==> src/pin_prio_pkg.sv <==
// shared-pin function priority: types and constants
package pin_prio_pkg;

    // arbitration states
    typedef enum logic [2:0] {
        ST_IDLE,
        ST_ARE,
        ST_BLANK,
        ST_BLANK_BO,
        ST_BO_HOLD,
        ST_BUF_WAIT,
        ST_BO
    } prio_state_t;

    // record of the function that holds the shared pin
    typedef enum logic [1:0] {
        FN_NONE,
        FN_ARE,
        FN_BLANK,
        FN_BO
    } func_t;

    // detector requests, one bit each
    typedef struct packed {
        logic are;    // auto-restart enable request
        logic blank;  // extended blanking running
        logic bo;     // brownout condition
        logic ovl;    // overload fault present
    } req_t;

    // resolved actions
    typedef struct packed {
        logic are;    // auto-restart enable action
        logic blank;  // extended blanking allowed to run
        logic bo;     // brownout behaviour
    } grant_t;

    localparam int          REQ_W        = 4;
    localparam req_t        REQ_RST      = 4'h0;
    localparam grant_t      GRANT_RST    = 3'h0;
    localparam prio_state_t STATE_RST    = ST_IDLE;
    localparam func_t       FUNC_RST     = FN_NONE;

    // buffer delay before brownout after an early overload clear
    localparam int          CLK_KHZ      = 200000;
    localparam int          BUF_TIME_MS  = 20;
    localparam int          BUF_CYCLES   = BUF_TIME_MS * CLK_KHZ;

endpackage

==> src/buf_timer.sv <==
// one-shot delay timer, done is a level until restarted or cleared
module buf_timer
    import pin_prio_pkg::*;
#(
    parameter int CYCLES = BUF_CYCLES,
    parameter int W      = $clog2(CYCLES + 1)
) (
    input  wire logic clk,
    input  wire logic srst,
    input  wire logic start,
    input  wire logic clear,
    output logic      done
);

    // refuse counts that the counter width cannot hold
    if (CYCLES < 1 || W < 1 || W > 31 || CYCLES >= (1 << W)) begin
        $error("buf_timer: CYCLES or W out of range");
    end

    localparam logic [W-1:0] LAST = W'(CYCLES - 1);

    logic [W-1:0] cnt_q;
    logic         run_q;
    logic         done_q;

    wire at_last = run_q && (cnt_q == LAST);

    // count from start, stop at the last cycle
    always_ff @(posedge clk) begin
        if (srst || clear) begin
            cnt_q  <= '0;
            run_q  <= 1'b0;
            done_q <= 1'b0;
        end else if (start) begin
            cnt_q  <= '0;
            run_q  <= 1'b1;
            done_q <= 1'b0;
        end else if (at_last) begin
            run_q  <= 1'b0;
            done_q <= 1'b1;
        end else if (run_q) begin
            cnt_q  <= cnt_q + W'(1);
        end
    end

    assign done = done_q;
endmodule

==> src/pin_prio.sv <==
// shared-pin function priority arbiter
module pin_prio
    import pin_prio_pkg::*;
#(
    parameter int BUF_CYC = BUF_CYCLES
) (
    input  wire logic   clk,
    input  wire logic   srst,
    input  wire req_t   req_raw,
    output grant_t     grant,
    output logic       blank_abort,
    output func_t      first_func
);

    // refuse a buffer delay the timer cannot count
    if (BUF_CYC < 1 || BUF_CYC > 32'h3fffffff) begin
        $error("pin_prio: BUF_CYC out of range");
    end

    ////////////////////////////////////////////////////////////////////////
    // input synchronisers

    req_t sync1_q;
    req_t req_q;

    // two flops before any logic looks at the detectors
    always_ff @(posedge clk) begin
        if (srst) begin
            sync1_q <= REQ_RST;
            req_q   <= REQ_RST;
        end else begin
            sync1_q <= req_raw;
            req_q   <= sync1_q;
        end
    end

    ////////////////////////////////////////////////////////////////////////
    // decode helpers

    // function that a state stands for
    function automatic func_t state_func(input prio_state_t s);
        case (s)
            ST_ARE:                     state_func = FN_ARE;
            ST_BLANK, ST_BLANK_BO:      state_func = FN_BLANK;
            ST_BO_HOLD, ST_BUF_WAIT:    state_func = FN_BLANK;
            ST_BO:                      state_func = FN_BO;
            default:                    state_func = FN_NONE;
        endcase
    endfunction

    ////////////////////////////////////////////////////////////////////////
    // arbitration state machine

    prio_state_t state_q;
    prio_state_t state_d;
    logic        early_q;      // overload cleared while blanking ran
    logic        early_d;
    logic        buf_done;

    wire r_are   = req_q.are;
    wire r_blank = req_q.blank;
    wire r_bo    = req_q.bo;
    wire r_ovl   = req_q.ovl;

    wire blank_end   = !r_blank;
    wire buf_start   = (state_q == ST_BLANK_BO) && blank_end && early_q && r_bo && !r_are;
    wire abort_d     = (state_q == ST_BLANK || state_q == ST_BLANK_BO) && r_are;
    wire timer_clr   = (state_q != ST_BUF_WAIT) && !buf_start;  // start wins over clear

    // next state from the current holder and the newcomer
    always_comb begin
        state_d = state_q;
        early_d = early_q;
        case (state_q)
            ST_IDLE: begin
                early_d = 1'b0;
                if (r_are)
                    state_d = ST_ARE;
                else if (r_blank)
                    state_d = ST_BLANK;
                else if (r_bo)
                    state_d = ST_BO;
            end
            ST_ARE: begin
                if (!r_are)
                    state_d = ST_IDLE;               // blanking, brownout ignored
            end
            ST_BLANK: begin
                if (r_are)
                    state_d = ST_ARE;
                else if (blank_end)
                    state_d = ST_IDLE;
                else if (r_bo)
                    state_d = ST_BLANK_BO;
            end
            ST_BLANK_BO: begin
                if (!r_ovl && r_blank)
                    early_d = 1'b1;
                if (r_are)
                    state_d = ST_ARE;
                else if (blank_end) begin
                    if (!r_bo)
                        state_d = ST_IDLE;
                    else if (early_q)
                        state_d = ST_BUF_WAIT;
                    else if (r_ovl)
                        state_d = ST_BO_HOLD;
                    else
                        state_d = ST_BO;
                end
            end
            ST_BO_HOLD: begin
                if (r_are)
                    state_d = ST_ARE;
                else if (!r_bo)
                    state_d = ST_IDLE;
                else if (!r_ovl)
                    state_d = ST_BO;
            end
            ST_BUF_WAIT: begin
                if (r_are)
                    state_d = ST_ARE;
                else if (!r_bo)
                    state_d = ST_IDLE;
                else if (buf_done)
                    state_d = ST_BO;
            end
            ST_BO: begin
                if (!r_bo)
                    state_d = ST_IDLE;               // auto-restart, blanking ignored
            end
            default: state_d = ST_IDLE;
        endcase
    end

    always_ff @(posedge clk) begin
        if (srst) begin
            state_q <= STATE_RST;
            early_q <= 1'b0;
        end else begin
            state_q <= state_d;
            early_q <= early_d;
        end
    end

    ////////////////////////////////////////////////////////////////////////
    // buffer delay timer

    buf_timer #(
        .CYCLES (BUF_CYC)
    ) u_buf_timer (
        .clk    (clk),
        .srst   (srst),
        .start  (buf_start),
        .clear  (timer_clr),
        .done   (buf_done)
    );

    ////////////////////////////////////////////////////////////////////////
    // registered outputs

    grant_t grant_q;
    grant_t grant_d;
    logic   abort_q;
    func_t  first_q;

    assign grant_d = '{are:   (state_d == ST_ARE),
                       blank: (state_d == ST_BLANK) || (state_d == ST_BLANK_BO),
                       bo:    (state_d == ST_BO)};

    // actions, abort pulse and first-function record
    always_ff @(posedge clk) begin
        if (srst) begin
            grant_q <= GRANT_RST;
            abort_q <= 1'b0;
            first_q <= FUNC_RST;
        end else begin
            grant_q <= grant_d;
            abort_q <= abort_d;
            first_q <= state_func(state_d);
        end
    end

    assign grant       = grant_q;
    assign blank_abort = abort_q;
    assign first_func  = first_q;
endmodule

==> config.mk <==
export PLATFORM = sky130hd
export DESIGN_NAME = pin_prio
export DESIGN_NICKNAME = d
export VERILOG_FILES = /design/src/pin_prio_pkg.sv /design/src/buf_timer.sv /design/src/pin_prio.sv
export SDC_FILE = /design/constraint.sdc
export NUM_CORES = 1
export LEC_CHECK = 0
export ABC_AREA = 1
export BUFFER_PORTS_ARGS = -buffer_cell sky130_fd_sc_hd__buf_4
export CORE_ASPECT_RATIO = 2
export CORE_MARGIN = 1
export CORE_UTILIZATION = 35
export CTS_CLUSTER_DIAMETER = 50
export DETAILED_ROUTE_END_ITERATION = 16
export PLACE_DENSITY = 0.48
export SLEW_MARGIN = 10
export SYNTH_ARGS = -nofsm -noshare
export SYNTH_HDL_FRONTEND = slang
export SYNTH_HIERARCHICAL = 1
export SYNTH_SLANG_ARGS = --single-unit
==> constraint.sdc <==
create_clock -name clk -period 1.9 [get_ports clk]
set_input_delay 0.19 -clock clk [delete_from_list [all_inputs] [get_ports clk]]
set_output_delay 0.19 -clock clk [all_outputs]
set_load 0.01 [all_outputs]
=== After elaboration in Yosys (flattened, before gate mapping) ===
Index checks and enable logic that the tools add are counted.

* Flip-flop bits (word level): 42
* Bits of input ports: 6
* Output and inout port bits: 6
* Word-level logic and storage cells: 82

* Add/sub/neg operators: 1
* Eq/ne operators: 15
* Mux-type cells: 25
* Bitwise gates (word level): 1
* Reductions and logical operators: 22

{| class="wikitable"
|+ Operators by type and width
! kind !! number
|-
| $mux W3 || 17
|-
| $add A22 B1 Y22 const B || 1
|-
| $eq A22 B22 Y1 const B || 1
|-
| $pmux W3 S7 || 1
|-
| $eq A3 B3 Y1 const B || 6
|-
| $eq A3 B2 Y1 const B || 4
|-
| $logic_and A1 B1 Y1 || 8
|-
| $eq A3 B1 Y1 const B || 2
|-
| $pmux W2 S3 || 1
|-
| $logic_not A1 Y1 || 4
|-
| $mux W2 || 2
|-
| $reduce_and A2 Y1 || 2
|-
| $reduce_bool A2 Y1 || 2
|-
| $reduce_or A4 Y1 || 1
|-
| $logic_not A3 Y1 || 1
|-
| $logic_or A1 B1 Y1 || 3
|-
| $mux W1 || 3
|-
| $ne A3 B3 Y1 const B || 1
|-
| $ne A2 B1 Y1 const B || 1
|-
| $pmux W1 S2 || 1
|-
| $reduce_or A2 Y1 || 1
|-
| $not A1 Y1 || 1
|}

=== Longest topological paths before layout ===
Gate-level depths: netlist of the first run.

* Depth in word-level cells: 9
* Mapped depth: 11

=== Hierarchy ===
Netlist of the first run, hierarchy kept.

{| class="wikitable"
|+ By module, submodules not included
! module !! times used !! cells an instance !! area each (um^2) !! seq. area each (um^2)
|-
| buf_timer || 1 || 244 || 1522.7 || 480.5
|-
| pin_prio || 1 || 130 || 944.7 || 360.3
|}

=== Worst setup path before layout of the first run ===
No wires, ideal clock.

* Path kind: register to register
* Start point: register state_q[0]
* End point: register u_buf_timer.cnt_q[2]
* Library setup time: 0.070 ns
* Arrival: 1.925 ns
* Setup slack: -0.095 ns
* Cell stages (with the launch flop): 11
* Path buffers: 2
* Cell sequence: dfxtp_1 > buf_4 > nand3_2 > nor3_1 > or2_2 > inv_1 > or2_2 > nor2_2 > inv_1 > buf_4 > a21oi_1

* Longest elaborated chain between the ends: 9
* Elaborated cells between the ends (all ways): 10
* Those cells by class: 2 x eq/ne; 8 x reduce/logical

{| class="wikitable"
|+ RTL lines
! element !! line !! text
|-
| from (decl) || pin_prio.sv:54 || <nowiki>prio_state_t state_q;</nowiki>
|-
| from (signal assigned) || pin_prio.sv:141 || <nowiki>state_q <= state_d;</nowiki>
|-
| $eq A3 B2 Y1 || pin_prio.sv:66 || <nowiki>wire buf_start = (state_q == ST_BLANK_BO) && blank_end && early_q && r_bo && !r_are;</nowiki>
|-
| $logic_and A1 B1 Y1 (4 in a row) || pin_prio.sv:66 ||
|-
| via buf_start || pin_prio.sv:66 ||
|-
| $logic_not A1 Y1 || pin_prio.sv:68 || <nowiki>wire timer_clr = (state_q != ST_BUF_WAIT) && !buf_start;</nowiki>
|-
| $logic_and A1 B1 Y1 || pin_prio.sv:68 ||
|-
| via timer_clr || pin_prio.sv:68 ||
|-
| $logic_or A1 B1 Y1 || buf_timer.sv:30 || <nowiki>if (srst || clear) begin</nowiki>
|-
| $reduce_or A2 Y1 (no source line) || n/a ||
|-
| to (signal assigned) || buf_timer.sv:42 || <nowiki>cnt_q <= cnt_q + W'(1);</nowiki>
|-
| to (decl) || buf_timer.sv:22 || <nowiki>logic [W-1:0] cnt_q;</nowiki>
|}

The timed path passes the listed nets, and every way through them passes these cells.
A chain may end at the register's enable or synchronous reset.

=== Worst setup path after layout of the first run ===
* Start point: register state_q[2]
* End point: register u_buf_timer.cnt_q[19]

Same word-level chain as after synthesis.

==> impl_results.rst, run 1 <==
.. list-table::
   :header-rows: 1

   * - Metric
     - Value
   * - Status
     - finished clean
   * - Final critical path time including I/O delays and setup
     - 1770 ps
   * - Total count of max-transition violations in the final report
     - 0
   * - Commonest non-fill, non-tap cells in the layout
     - sky130_fd_sc_hd__nand2_1 (91), sky130_fd_sc_hd__nor2_1 (59), sky130_fd_sc_hd__nand3_1 (42), sky130_fd_sc_hd__inv_1 (42), sky130_fd_sc_hd__dfxtp_1 (41)
   * - Main combinational cell family by area after synthesis
     - simple AND/OR/NAND/NOR gates
   * - Fill cells
     - just under 800
   * - Vias per cell
     - 4.83
   * - Post-Syn Area
     - 2470 um^2
   * - Cell breakdown of the critical path
     - inv_2 -> nand3_2 -> nor3_4 -> or2_2 -> inv_1 -> or2_2 -> nor2_4 -> buf_4 -> nand2_1 -> nor2_1
   * - Area of the die
     - 7410 um^2
   * - Worst-case clock buffer depth
     - 2
   * - GP Congestion
     - 0.817
   * - TritonCTS clock tree
     - built
   * - HP Class
     - primary input to flip-flop
   * - Total global routing track utilization
     - 21.0%
   * - Category of the critical setup timing path
     - flip-flop to flip-flop
   * - Slew at the pin closest to its max-slew limit
     - 289 ps
   * - Cells after Synth
     - approximately 370
   * - Detail Route Antenna Nets
     - 0
   * - Share of the synthesized area in the top cell type
     - between 30% and 40%
   * - Drt first pass iters
     - 4
   * - Final HPWL from detailed placement
     - roughly 5300 um
   * - Multi-input gate area
     - 1330 um^2
   * - Required time of the worst setup path
     - 2130 ps
   * - Simple-gate portion of the synthesized area
     - 45.2%
   * - Post-Place Cells
     - 484
   * - Cell at the root of the clock tree
     - sky130_fd_sc_hd__clkbuf_16
   * - Global-route wire length before repair
     - 11000 um
   * - Final-report hold violation count
     - 0
   * - Mean Syn Cell Area
     - 6.60 um^2
   * - Proportion of layout cells with a drive suffix above 1
     - 19.5%
   * - Final non-filler cell total
     - 491
   * - Count of pins on the block boundary
     - 12
   * - CTS sink count
     - 42
   * - Most common library cell in the layout ignoring fill and taps
     - sky130_fd_sc_hd__nand2_1
   * - Synth area leaders
     - sky130_fd_sc_hd__dfxtp_1 (34%), sky130_fd_sc_hd__nand2_1 (14%), sky130_fd_sc_hd__nor2_1 (9.3%)
   * - Number of synthesis warnings
     - 6
   * - Post-synthesis mux area share
     - 0%
   * - Setup clock skew after layout
     - 4.89 ps
   * - Startpoint type of the worst setup path
     - flip-flop
   * - Maximum achievable frequency
     - 566 MHz
   * - Setup violation total in the final timing report
     - 0
   * - Placeable core region
     - 6890 um^2
   * - MaxCap Viol Count
     - 0
   * - Net Count, Synth
     - roughly 380
   * - Slowest stage delay, CP
     - between 300 and 400 ps
   * - # nets final
     - approximately 410
   * - Critical path capture point type
     - flip-flop
   * - Top cell by count, worst path
     - sky130_fd_sc_hd__or2_2
   * - Clock Latency Late Sink
     - 290 ps
   * - Vias in the first global route
     - 2369
   * - Worst Hold Launch
     - req_raw[3]
   * - Maximum vdd drop
     - between 0.4 and 0.5 mV
   * - Count of distinct cell types in the synthesized netlist
     - 31
   * - Data arrival time of the critical path
     - 2000 ps
   * - Routed wire per std cell
     - 13.8 um
   * - Maximum number of pins on one net before global-route repair
     - 17
   * - Width of the die
     - 61.4 um
   * - Tightest slew margin relative to the limit
     - a little over 80%
   * - Remaining design rule violation count
     - 0
   * - Vias
     - 2370
   * - Cell with the largest stage delay on the worst path
     - sky130_fd_sc_hd__dfxtp_1
   * - Number of CTS-inserted buffers
     - 5
   * - Compound-gate portion of the synthesized area
     - between 4 and 5%
   * - Die Y-Extent
     - between 100 and 150 um
   * - Number of antenna violations at the first check in global routing
     - 0
   * - Share of the clock period used by the worst path after layout
     - 93.0%
   * - Antenna fix cells
     - 0
   * - Arithmetic-cell share of the synthesized area counting full adders, half adders and majority gates
     - 0.507%
   * - Worst flop-to-flop path startpoint
     - state_q[2]$_SDFF_PP0_
   * - Final global-route overflow total
     - 0
   * - Total leakage power
     - around 0.0012 uW
   * - Area used by sequential logic in the layout
     - ~840 um^2
   * - Launch point of the worst path
     - state_q[2]$_SDFF_PP0_
   * - Proportion of synthesized chip area in sequential cells
     - 34.1%
   * - Layout area overhead
     - 17.8%
   * - Post-synthesis xor/xnor area fraction
     - 3.19%
   * - Std-Cell Rows
     - 43
   * - Clock-pin slew on the worst setup and hold paths
     - roughly 60 ps
   * - DRT iter0 DRCs
     - roughly 100
   * - Final critical-path setup slack
     - 133 ps
   * - Yosys top cell by area
     - sky130_fd_sc_hd__dfxtp_1
   * - Count of buffers from port buffering
     - 11
   * - Largest fanout of any net on the critical path
     - 6
   * - Post-CTS setup buffer count
     - 0
   * - Setup repair after global routing missed its margin
     - yes
   * - Routed wire length
     - 6780 um
   * - DP Worst Slack
     - 60.2 ps
   * - Register bit total from synthesis
     - 42
   * - Starting density of the core
     - 35.8%
   * - Power density normalized to cell area
     - 704 nW/um^2
   * - Number of H-tree levels
     - 2
==> worst paths after layout <==
| path | slack [ps] | to | cells past startpoint |
|---|---|---|---|
| setup / recovery | 130 | u_buf_timer/cnt_q[19]$_SDFFE_PP0P_ | 10 |
| hold / removal | 100 | sync1_q[3]$_SDFF_PP0_ | 3 |
| setup reg to reg | 130 | u_buf_timer/cnt_q[19]$_SDFFE_PP0P_ | 10 |
| hold reg to reg | 400 | r_ovl$_SDFF_PP0_ | 2 |
==> critical path: cells and delay by family (launching register included) <==
| kind | cells | cell delay [ps] |
|---|---|---|
| buffers and inverters | 3 | 280 |
| DFF | 1 | 360 |
| and+or+nand+nor | 7 | 1080 |
==> timing repair <==
action                     CTS  global route
hold buffers                 0             0
gates resized for setup      0             5
setup endpoints to repair    0            19
==> power breakdown <==
part,switching [uW],internal (uW)
Combinational,79.3,56.5
Sequential,12.1,900
Clock,350,648
==> cells in the mapped netlist, drive strengths merged <==
master  number
nor4         1
a21oi       16
bufinv       1
xor2         4
nor3         5
nand2       99
nand3       46
clkbuf       3
nand4       13
inv         52
or2          2
nand3b       1
o21ai        4
ha           1
nor2        70
buf          9
dfxtp       42
xnor2        5
==> metrics by stage <==
| stage | setup TNS (ps) | cell area, um^2 | util (%) | total power (uW) | hold WS (ps) |
|---|---|---|---|---|---|
| floorplan | 0 | 2480 | - | 1020 | 258 |
| global placement | 0 | 2730 | 39.6 | 1070 | 390 |
| detailed placement | 0 | 2730 | 39.6 | 1070 | 395 |
| CTS | 0 | 2900 | 42.1 | 2080 | 96.9 |
| global route | -61.4 | 2910 | 42.2 | 2120 | 114 |
| finish | 0 | 2910 | 42.2 | 2050 | 104 |
==> registers in the layout (all words and copies together) (netlist names) <==
| signal | cells |
|---|---|
| blank_abort | 1 |
| early_q | 1 |
| u_buf_timer/cnt_q | 22 |
| grant | 3 |
| r_bo | 1 |
| r_are | 1 |
| sync1_q | 4 |
| r_blank | 1 |
| r_ovl | 1 |
| u_buf_timer/run_q | 1 |
| u_buf_timer/done | 1 |
| state_q | 3 |
| first_func | 2 |
==> layout make-up <==
| cell class | instances | area share (%) |
|---|---|---|
| clock buffer | 6 | 4.78 |
| clock inverter | 1 | 1.03 |
| inverter | 53 | 7.40 |
| multi-input combinational | 267 | 45.7 |
| sequential | 42 | 29.0 |
| tap | 90 | 3.87 |
| timing repair buffer | 32 | 8.27 |
==> metal layers <==
metal / share of wire [%] / vias up / global-route usage, %
met4: 5.4 / 0 / 14.3
met3: 1.6 / 23 / 2.99
met5: 0 / - / 0
met1: 34 / 1093 / 18.2
met2: 59 / 36 / 40.3
li1: - / 1218 / -
==> cells by family after synthesis <==
logic type / after synthesis
flops: 42
xor+xnor: 9
compound gates: 20
fa+ha+maj: 1
buf+inv: 65
simple gates: 237
(Power assumes the default switching activity.)
==> inputs of run 2 (changes only) <==
--- a/config.mk
+++ b/config.mk
@@ -10,6 +10,7 @@
 export CORE_ASPECT_RATIO = 2
 export CORE_MARGIN = 1
 export CORE_UTILIZATION = 35
+export CTS_BUF_LIST = sky130_fd_sc_hd__clkbuf_16
 export CTS_CLUSTER_DIAMETER = 50
 export DETAILED_ROUTE_END_ITERATION = 16
 export PLACE_DENSITY = 0.48
==> run 2 against run 1 <==
Net effect:
- sequential share of layout area is 0.11 points higher
- critical path depth is 1 lower
- routed wire length is 0.24% lower
- core utilization is 0.091 points lower
- largest power group unchanged
==> impl_results.rst, run 2 (synthesized netlist as in run 1, its figures left out) <==
.. list-table::
   :header-rows: 1

   * - Metric
     - Value
   * - Slew at the pin closest to its max-slew limit
     - 299 ps (was 289 ps)
   * - Required time of the worst setup path
     - 2130 ps (about the same)
   * - DRT iter0 DRCs
     - 112 (was 102)
   * - Global-route wire length before repair
     - 11100 um (was 11000 um)
   * - Setup repair after global routing missed its margin
     - no (was yes)
   * - TritonCTS clock tree
     - built (unchanged)
   * - Status
     - finished clean (unchanged)
   * - Final global-route overflow total
     - 0 (unchanged)
   * - Critical path capture point type
     - flip-flop (unchanged)
   * - Number of flip-flops in the largest register
     - 22 (unchanged)
   * - GP Congestion
     - 0.817 (unchanged)
   * - HP Class
     - primary input to flip-flop (unchanged)
   * - Starting density of the core
     - 35.8% (unchanged)
   * - Category of the critical setup timing path
     - flip-flop to flip-flop (unchanged)
   * - Area post-placement
     - 2730 um^2 (unchanged)
   * - Hold-fix buffer count after cts
     - 0 (unchanged)
   * - CTS sink count
     - 42 (unchanged)
   * - Vias per cell
     - 4.81 (was 4.83)
   * - Area of the die
     - 7410 um^2 (unchanged)
   * - Power density normalized to cell area
     - 690 nW/um^2 (was 704 nW/um^2)
   * - Final HPWL from detailed placement
     - 5290 um (unchanged)
   * - Final sum of negative setup slack
     - 0 ps (unchanged)
   * - Remaining design rule violation count
     - 0 (unchanged)
   * - Cell breakdown of the critical path
     - nand3_1 -> nor3_4 -> or2_2 -> inv_1 -> or2_2 -> nor2_4 -> buf_4 -> nand2_1 -> nor2_1 (was inv_2 -> nand3_2 -> nor3_4 -> or2_2 -> inv_1 -> or2_2 -> nor2_4 -> buf_4 -> nand2_1 -> nor2_1)
   * - Count of buffers from port buffering
     - 11 (unchanged)
   * - Leading registers by flop count
     - u_buf_timer/cnt_q (22), sync1_q (4) (unchanged)
   * - Std-Cell Rows
     - 43 (unchanged)
   * - Proportion of layout cells with a drive suffix above 1
     - 19.5% (unchanged)
   * - Share of the clock period used by the worst path after layout
     - 93.2% (was 93.0%)
   * - Routed wire per std cell
     - 13.8 um (about the same)
   * - Critical R2R Capture
     - u_buf_timer/cnt_q[19]$_SDFFE_PP0P_ (unchanged)
   * - Antenna fix cells
     - 0 (unchanged)
   * - Worst Hold Launch
     - req_raw[3] (unchanged)
   * - Cell at the root of the clock tree
     - sky130_fd_sc_hd__clkbuf_16 (unchanged)
   * - Width of the die
     - 61.4 um (unchanged)
   * - Total count of max-transition violations in the final report
     - 0 (unchanged)
   * - Tightest slew margin relative to the limit
     - 80.0% (was 80.6%)
   * - Maximum number of pins on one net before global-route repair
     - 17 (unchanged)
   * - Worst Hold Path EP
     - sync1_q[3]$_SDFF_PP0_ (unchanged)
   * - Data arrival time of the critical path
     - 2000 ps (about the same)
   * - Placeable core region
     - 6890 um^2 (unchanged)
   * - # nets final
     - 408 (unchanged)
   * - Clock-pin slew on the worst setup and hold paths
     - 60 ps (about the same)
   * - Maximum vdd drop
     - 0.494 mV (was 0.498 mV)
   * - R2r worst-path depth
     - 9 (was 10)
   * - Largest fanout of any net on the critical path
     - 6 (unchanged)
   * - Cell with the largest stage delay on the worst path
     - sky130_fd_sc_hd__dfxtp_1 (unchanged)
   * - Combined buffer and inverter count along the critical path
     - 2 (was 3)
   * - Register-to-register setup slack
     - 130 ps (about the same)
   * - Number of CTS-inserted buffers
     - 5 (unchanged)
   * - Top register by number of flip-flops
     - u_buf_timer/cnt_q (unchanged)
   * - Die Y-Extent
     - 121 um (unchanged)
   * - Vias in the first global route
     - 2386 (was 2369)
   * - Routed wire length
     - 6760 um (was 6780 um)
   * - Total global routing track utilization
     - 21.1% (was 21.0%)
   * - Count of pins on the block boundary
     - 12 (unchanged)
   * - Detail Route Antenna Nets
     - 0 (unchanged)
   * - Commonest non-fill, non-tap cells in the layout
     - sky130_fd_sc_hd__nand2_1 (91), sky130_fd_sc_hd__nor2_1 (59), sky130_fd_sc_hd__nand3_1 (42), sky130_fd_sc_hd__inv_1 (42), sky130_fd_sc_hd__dfxtp_1 (40) (was sky130_fd_sc_hd__nand2_1 (91), sky130_fd_sc_hd__nor2_1 (59), sky130_fd_sc_hd__nand3_1 (42), sky130_fd_sc_hd__inv_1 (42), sky130_fd_sc_hd__dfxtp_1 (41))
   * - Fill cells
     - 797 (was 794)
   * - Top cell by count, worst path
     - sky130_fd_sc_hd__or2_2 (unchanged)
   * - Final critical path time including I/O delays and setup
     - 1770 ps (about the same)
   * - Post-route design area
     - 2900 um^2 (was 2910 um^2)
   * - Number of H-tree levels
     - 2 (unchanged)
   * - Post-CTS setup buffer count
     - 0 (unchanged)
   * - Number of antenna violations at the first check in global routing
     - 0 (unchanged)
   * - Drt first pass iters
     - 4 (unchanged)
   * - Dominant delay contributor by cell family on the critical path
     - simple AND/OR/NAND/NOR gates (unchanged)
   * - Worst flop-to-flop path startpoint
     - early_q$_SDFFE_PP0P_ (was state_q[2]$_SDFF_PP0_)
   * - Worst-case clock buffer depth
     - 2 (unchanged)
   * - Total leakage power
     - 0.00118 uW (was 0.00119 uW)
   * - Startpoint type of the worst setup path
     - flip-flop (unchanged)
   * - Clock Latency Late Sink
     - 290 ps (about the same)
   * - Layout area overhead
     - 17.5% (was 17.8%)
   * - Cell count of the worst hold path
     - 3 (unchanged)
   * - Vias
     - 2363 (was 2370)
   * - Final-report hold violation count
     - 0 (unchanged)
   * - Setup violation total in the final timing report
     - 0 (unchanged)
   * - Maximum achievable frequency
     - 565 MHz (was 566 MHz)
   * - MaxCap Viol Count
     - 0 (unchanged)
   * - Most common library cell in the layout ignoring fill and taps
     - sky130_fd_sc_hd__nand2_1 (unchanged)
   * - Slowest stage delay, CP
     - 350 ps (was 360 ps)
   * - Setup clock skew after layout
     - 4.26 ps (was 4.89 ps)
   * - Quantity of gates resized following cts
     - 0 (unchanged)
-- run 2: cell types whose count changed in the layout (fill, tap and decap cells not counted) --
| cell | change |
|---|---|
| sky130_fd_sc_hd__clkbuf_8 | -1 |
| sky130_fd_sc_hd__clkinv_1 | +1 |
| sky130_fd_sc_hd__dfxtp_1 | -1 |
| sky130_fd_sc_hd__dfxtp_2 | +1 |
| sky130_fd_sc_hd__inv_4 | -1 |
| sky130_fd_sc_hd__inv_6 | +1 |
-- run 2: worst min-delay path, delay by kind of cell --
family                 cells  cell delay, ps
AND/OR/NAND/NOR            1              60
buffers and inverters      2             110
-- run 2: report_power, final --
group / switching, uW / internal (uW) / leakage [uW] / total [uW]
clock network: 345 / 608 / 0.0000773 / 953
logic: 79.5 / 56.5 / 0.000765 / 136
registers: 12.0 / 900 / 0.000342 / 912
-- run 2: cell type report --
class	count	area (um^2)	area share [%]
Inverter	53	218	7.51
Clock buffer	5	125	4.31
Sequential cell	42	843	29.1
Clock inverter	2	33.8	1.16
Timing Repair Buffer	32	240	8.28
Multi-Input combinational cell	267	1330	45.8
Tap cell	90	113	3.88
-- run 2: worst max-delay path by stage --
stage	start	endpoint	slack, ps	cells past startpoint
floorplan	state_q[0]$_SDFF_PP0_	u_buf_timer/cnt_q[2]$_SDFFE_PP0P_	5	10
global placement	state_q[1]$_SDFF_PP0_	u_buf_timer/done$_SDFFE_PP0P_	120	8
detailed placement	state_q[1]$_SDFF_PP0_	u_buf_timer/cnt_q[11]$_SDFFE_PP0P_	60	8
CTS	state_q[1]$_SDFF_PP0_	u_buf_timer/cnt_q[11]$_SDFFE_PP0P_	40	8
global route	state_q[2]$_SDFF_PP0_	u_buf_timer/cnt_q[21]$_SDFFE_PP0P_	1	10
finish	early_q$_SDFFE_PP0P_	u_buf_timer/cnt_q[19]$_SDFFE_PP0P_	130	9
-- run 2: metal layers --
layer	up-vias	wire length (um)	track usage, %
met5	-	0	0
met1	1078	2280	18.1
met3	27	127	3.21
met2	39	3960	40.1
li1	1219	-	-
met4	0	396	15.0
-- run 2: through the flow --
stage / hold slack [ps] / setup slack [ps] / std cells / utilization (%) / total power [uW]
3_5_place_dp: 395 / 60.2 / 484 / 39.6 / 1070
3_3_place_gp: 390 / 124 / 484 / 39.6 / 1070
4_1_cts: 96.9 / 41.1 / 491 / 41.9 / 2040
6_report: 105 / 129 / 491 / 42.1 / 2000
5_1_grt: 114 / 1.32 / 491 / 42.1 / 2080
2_1_floorplan: 258 / 4.72 / 374 / - / 1020
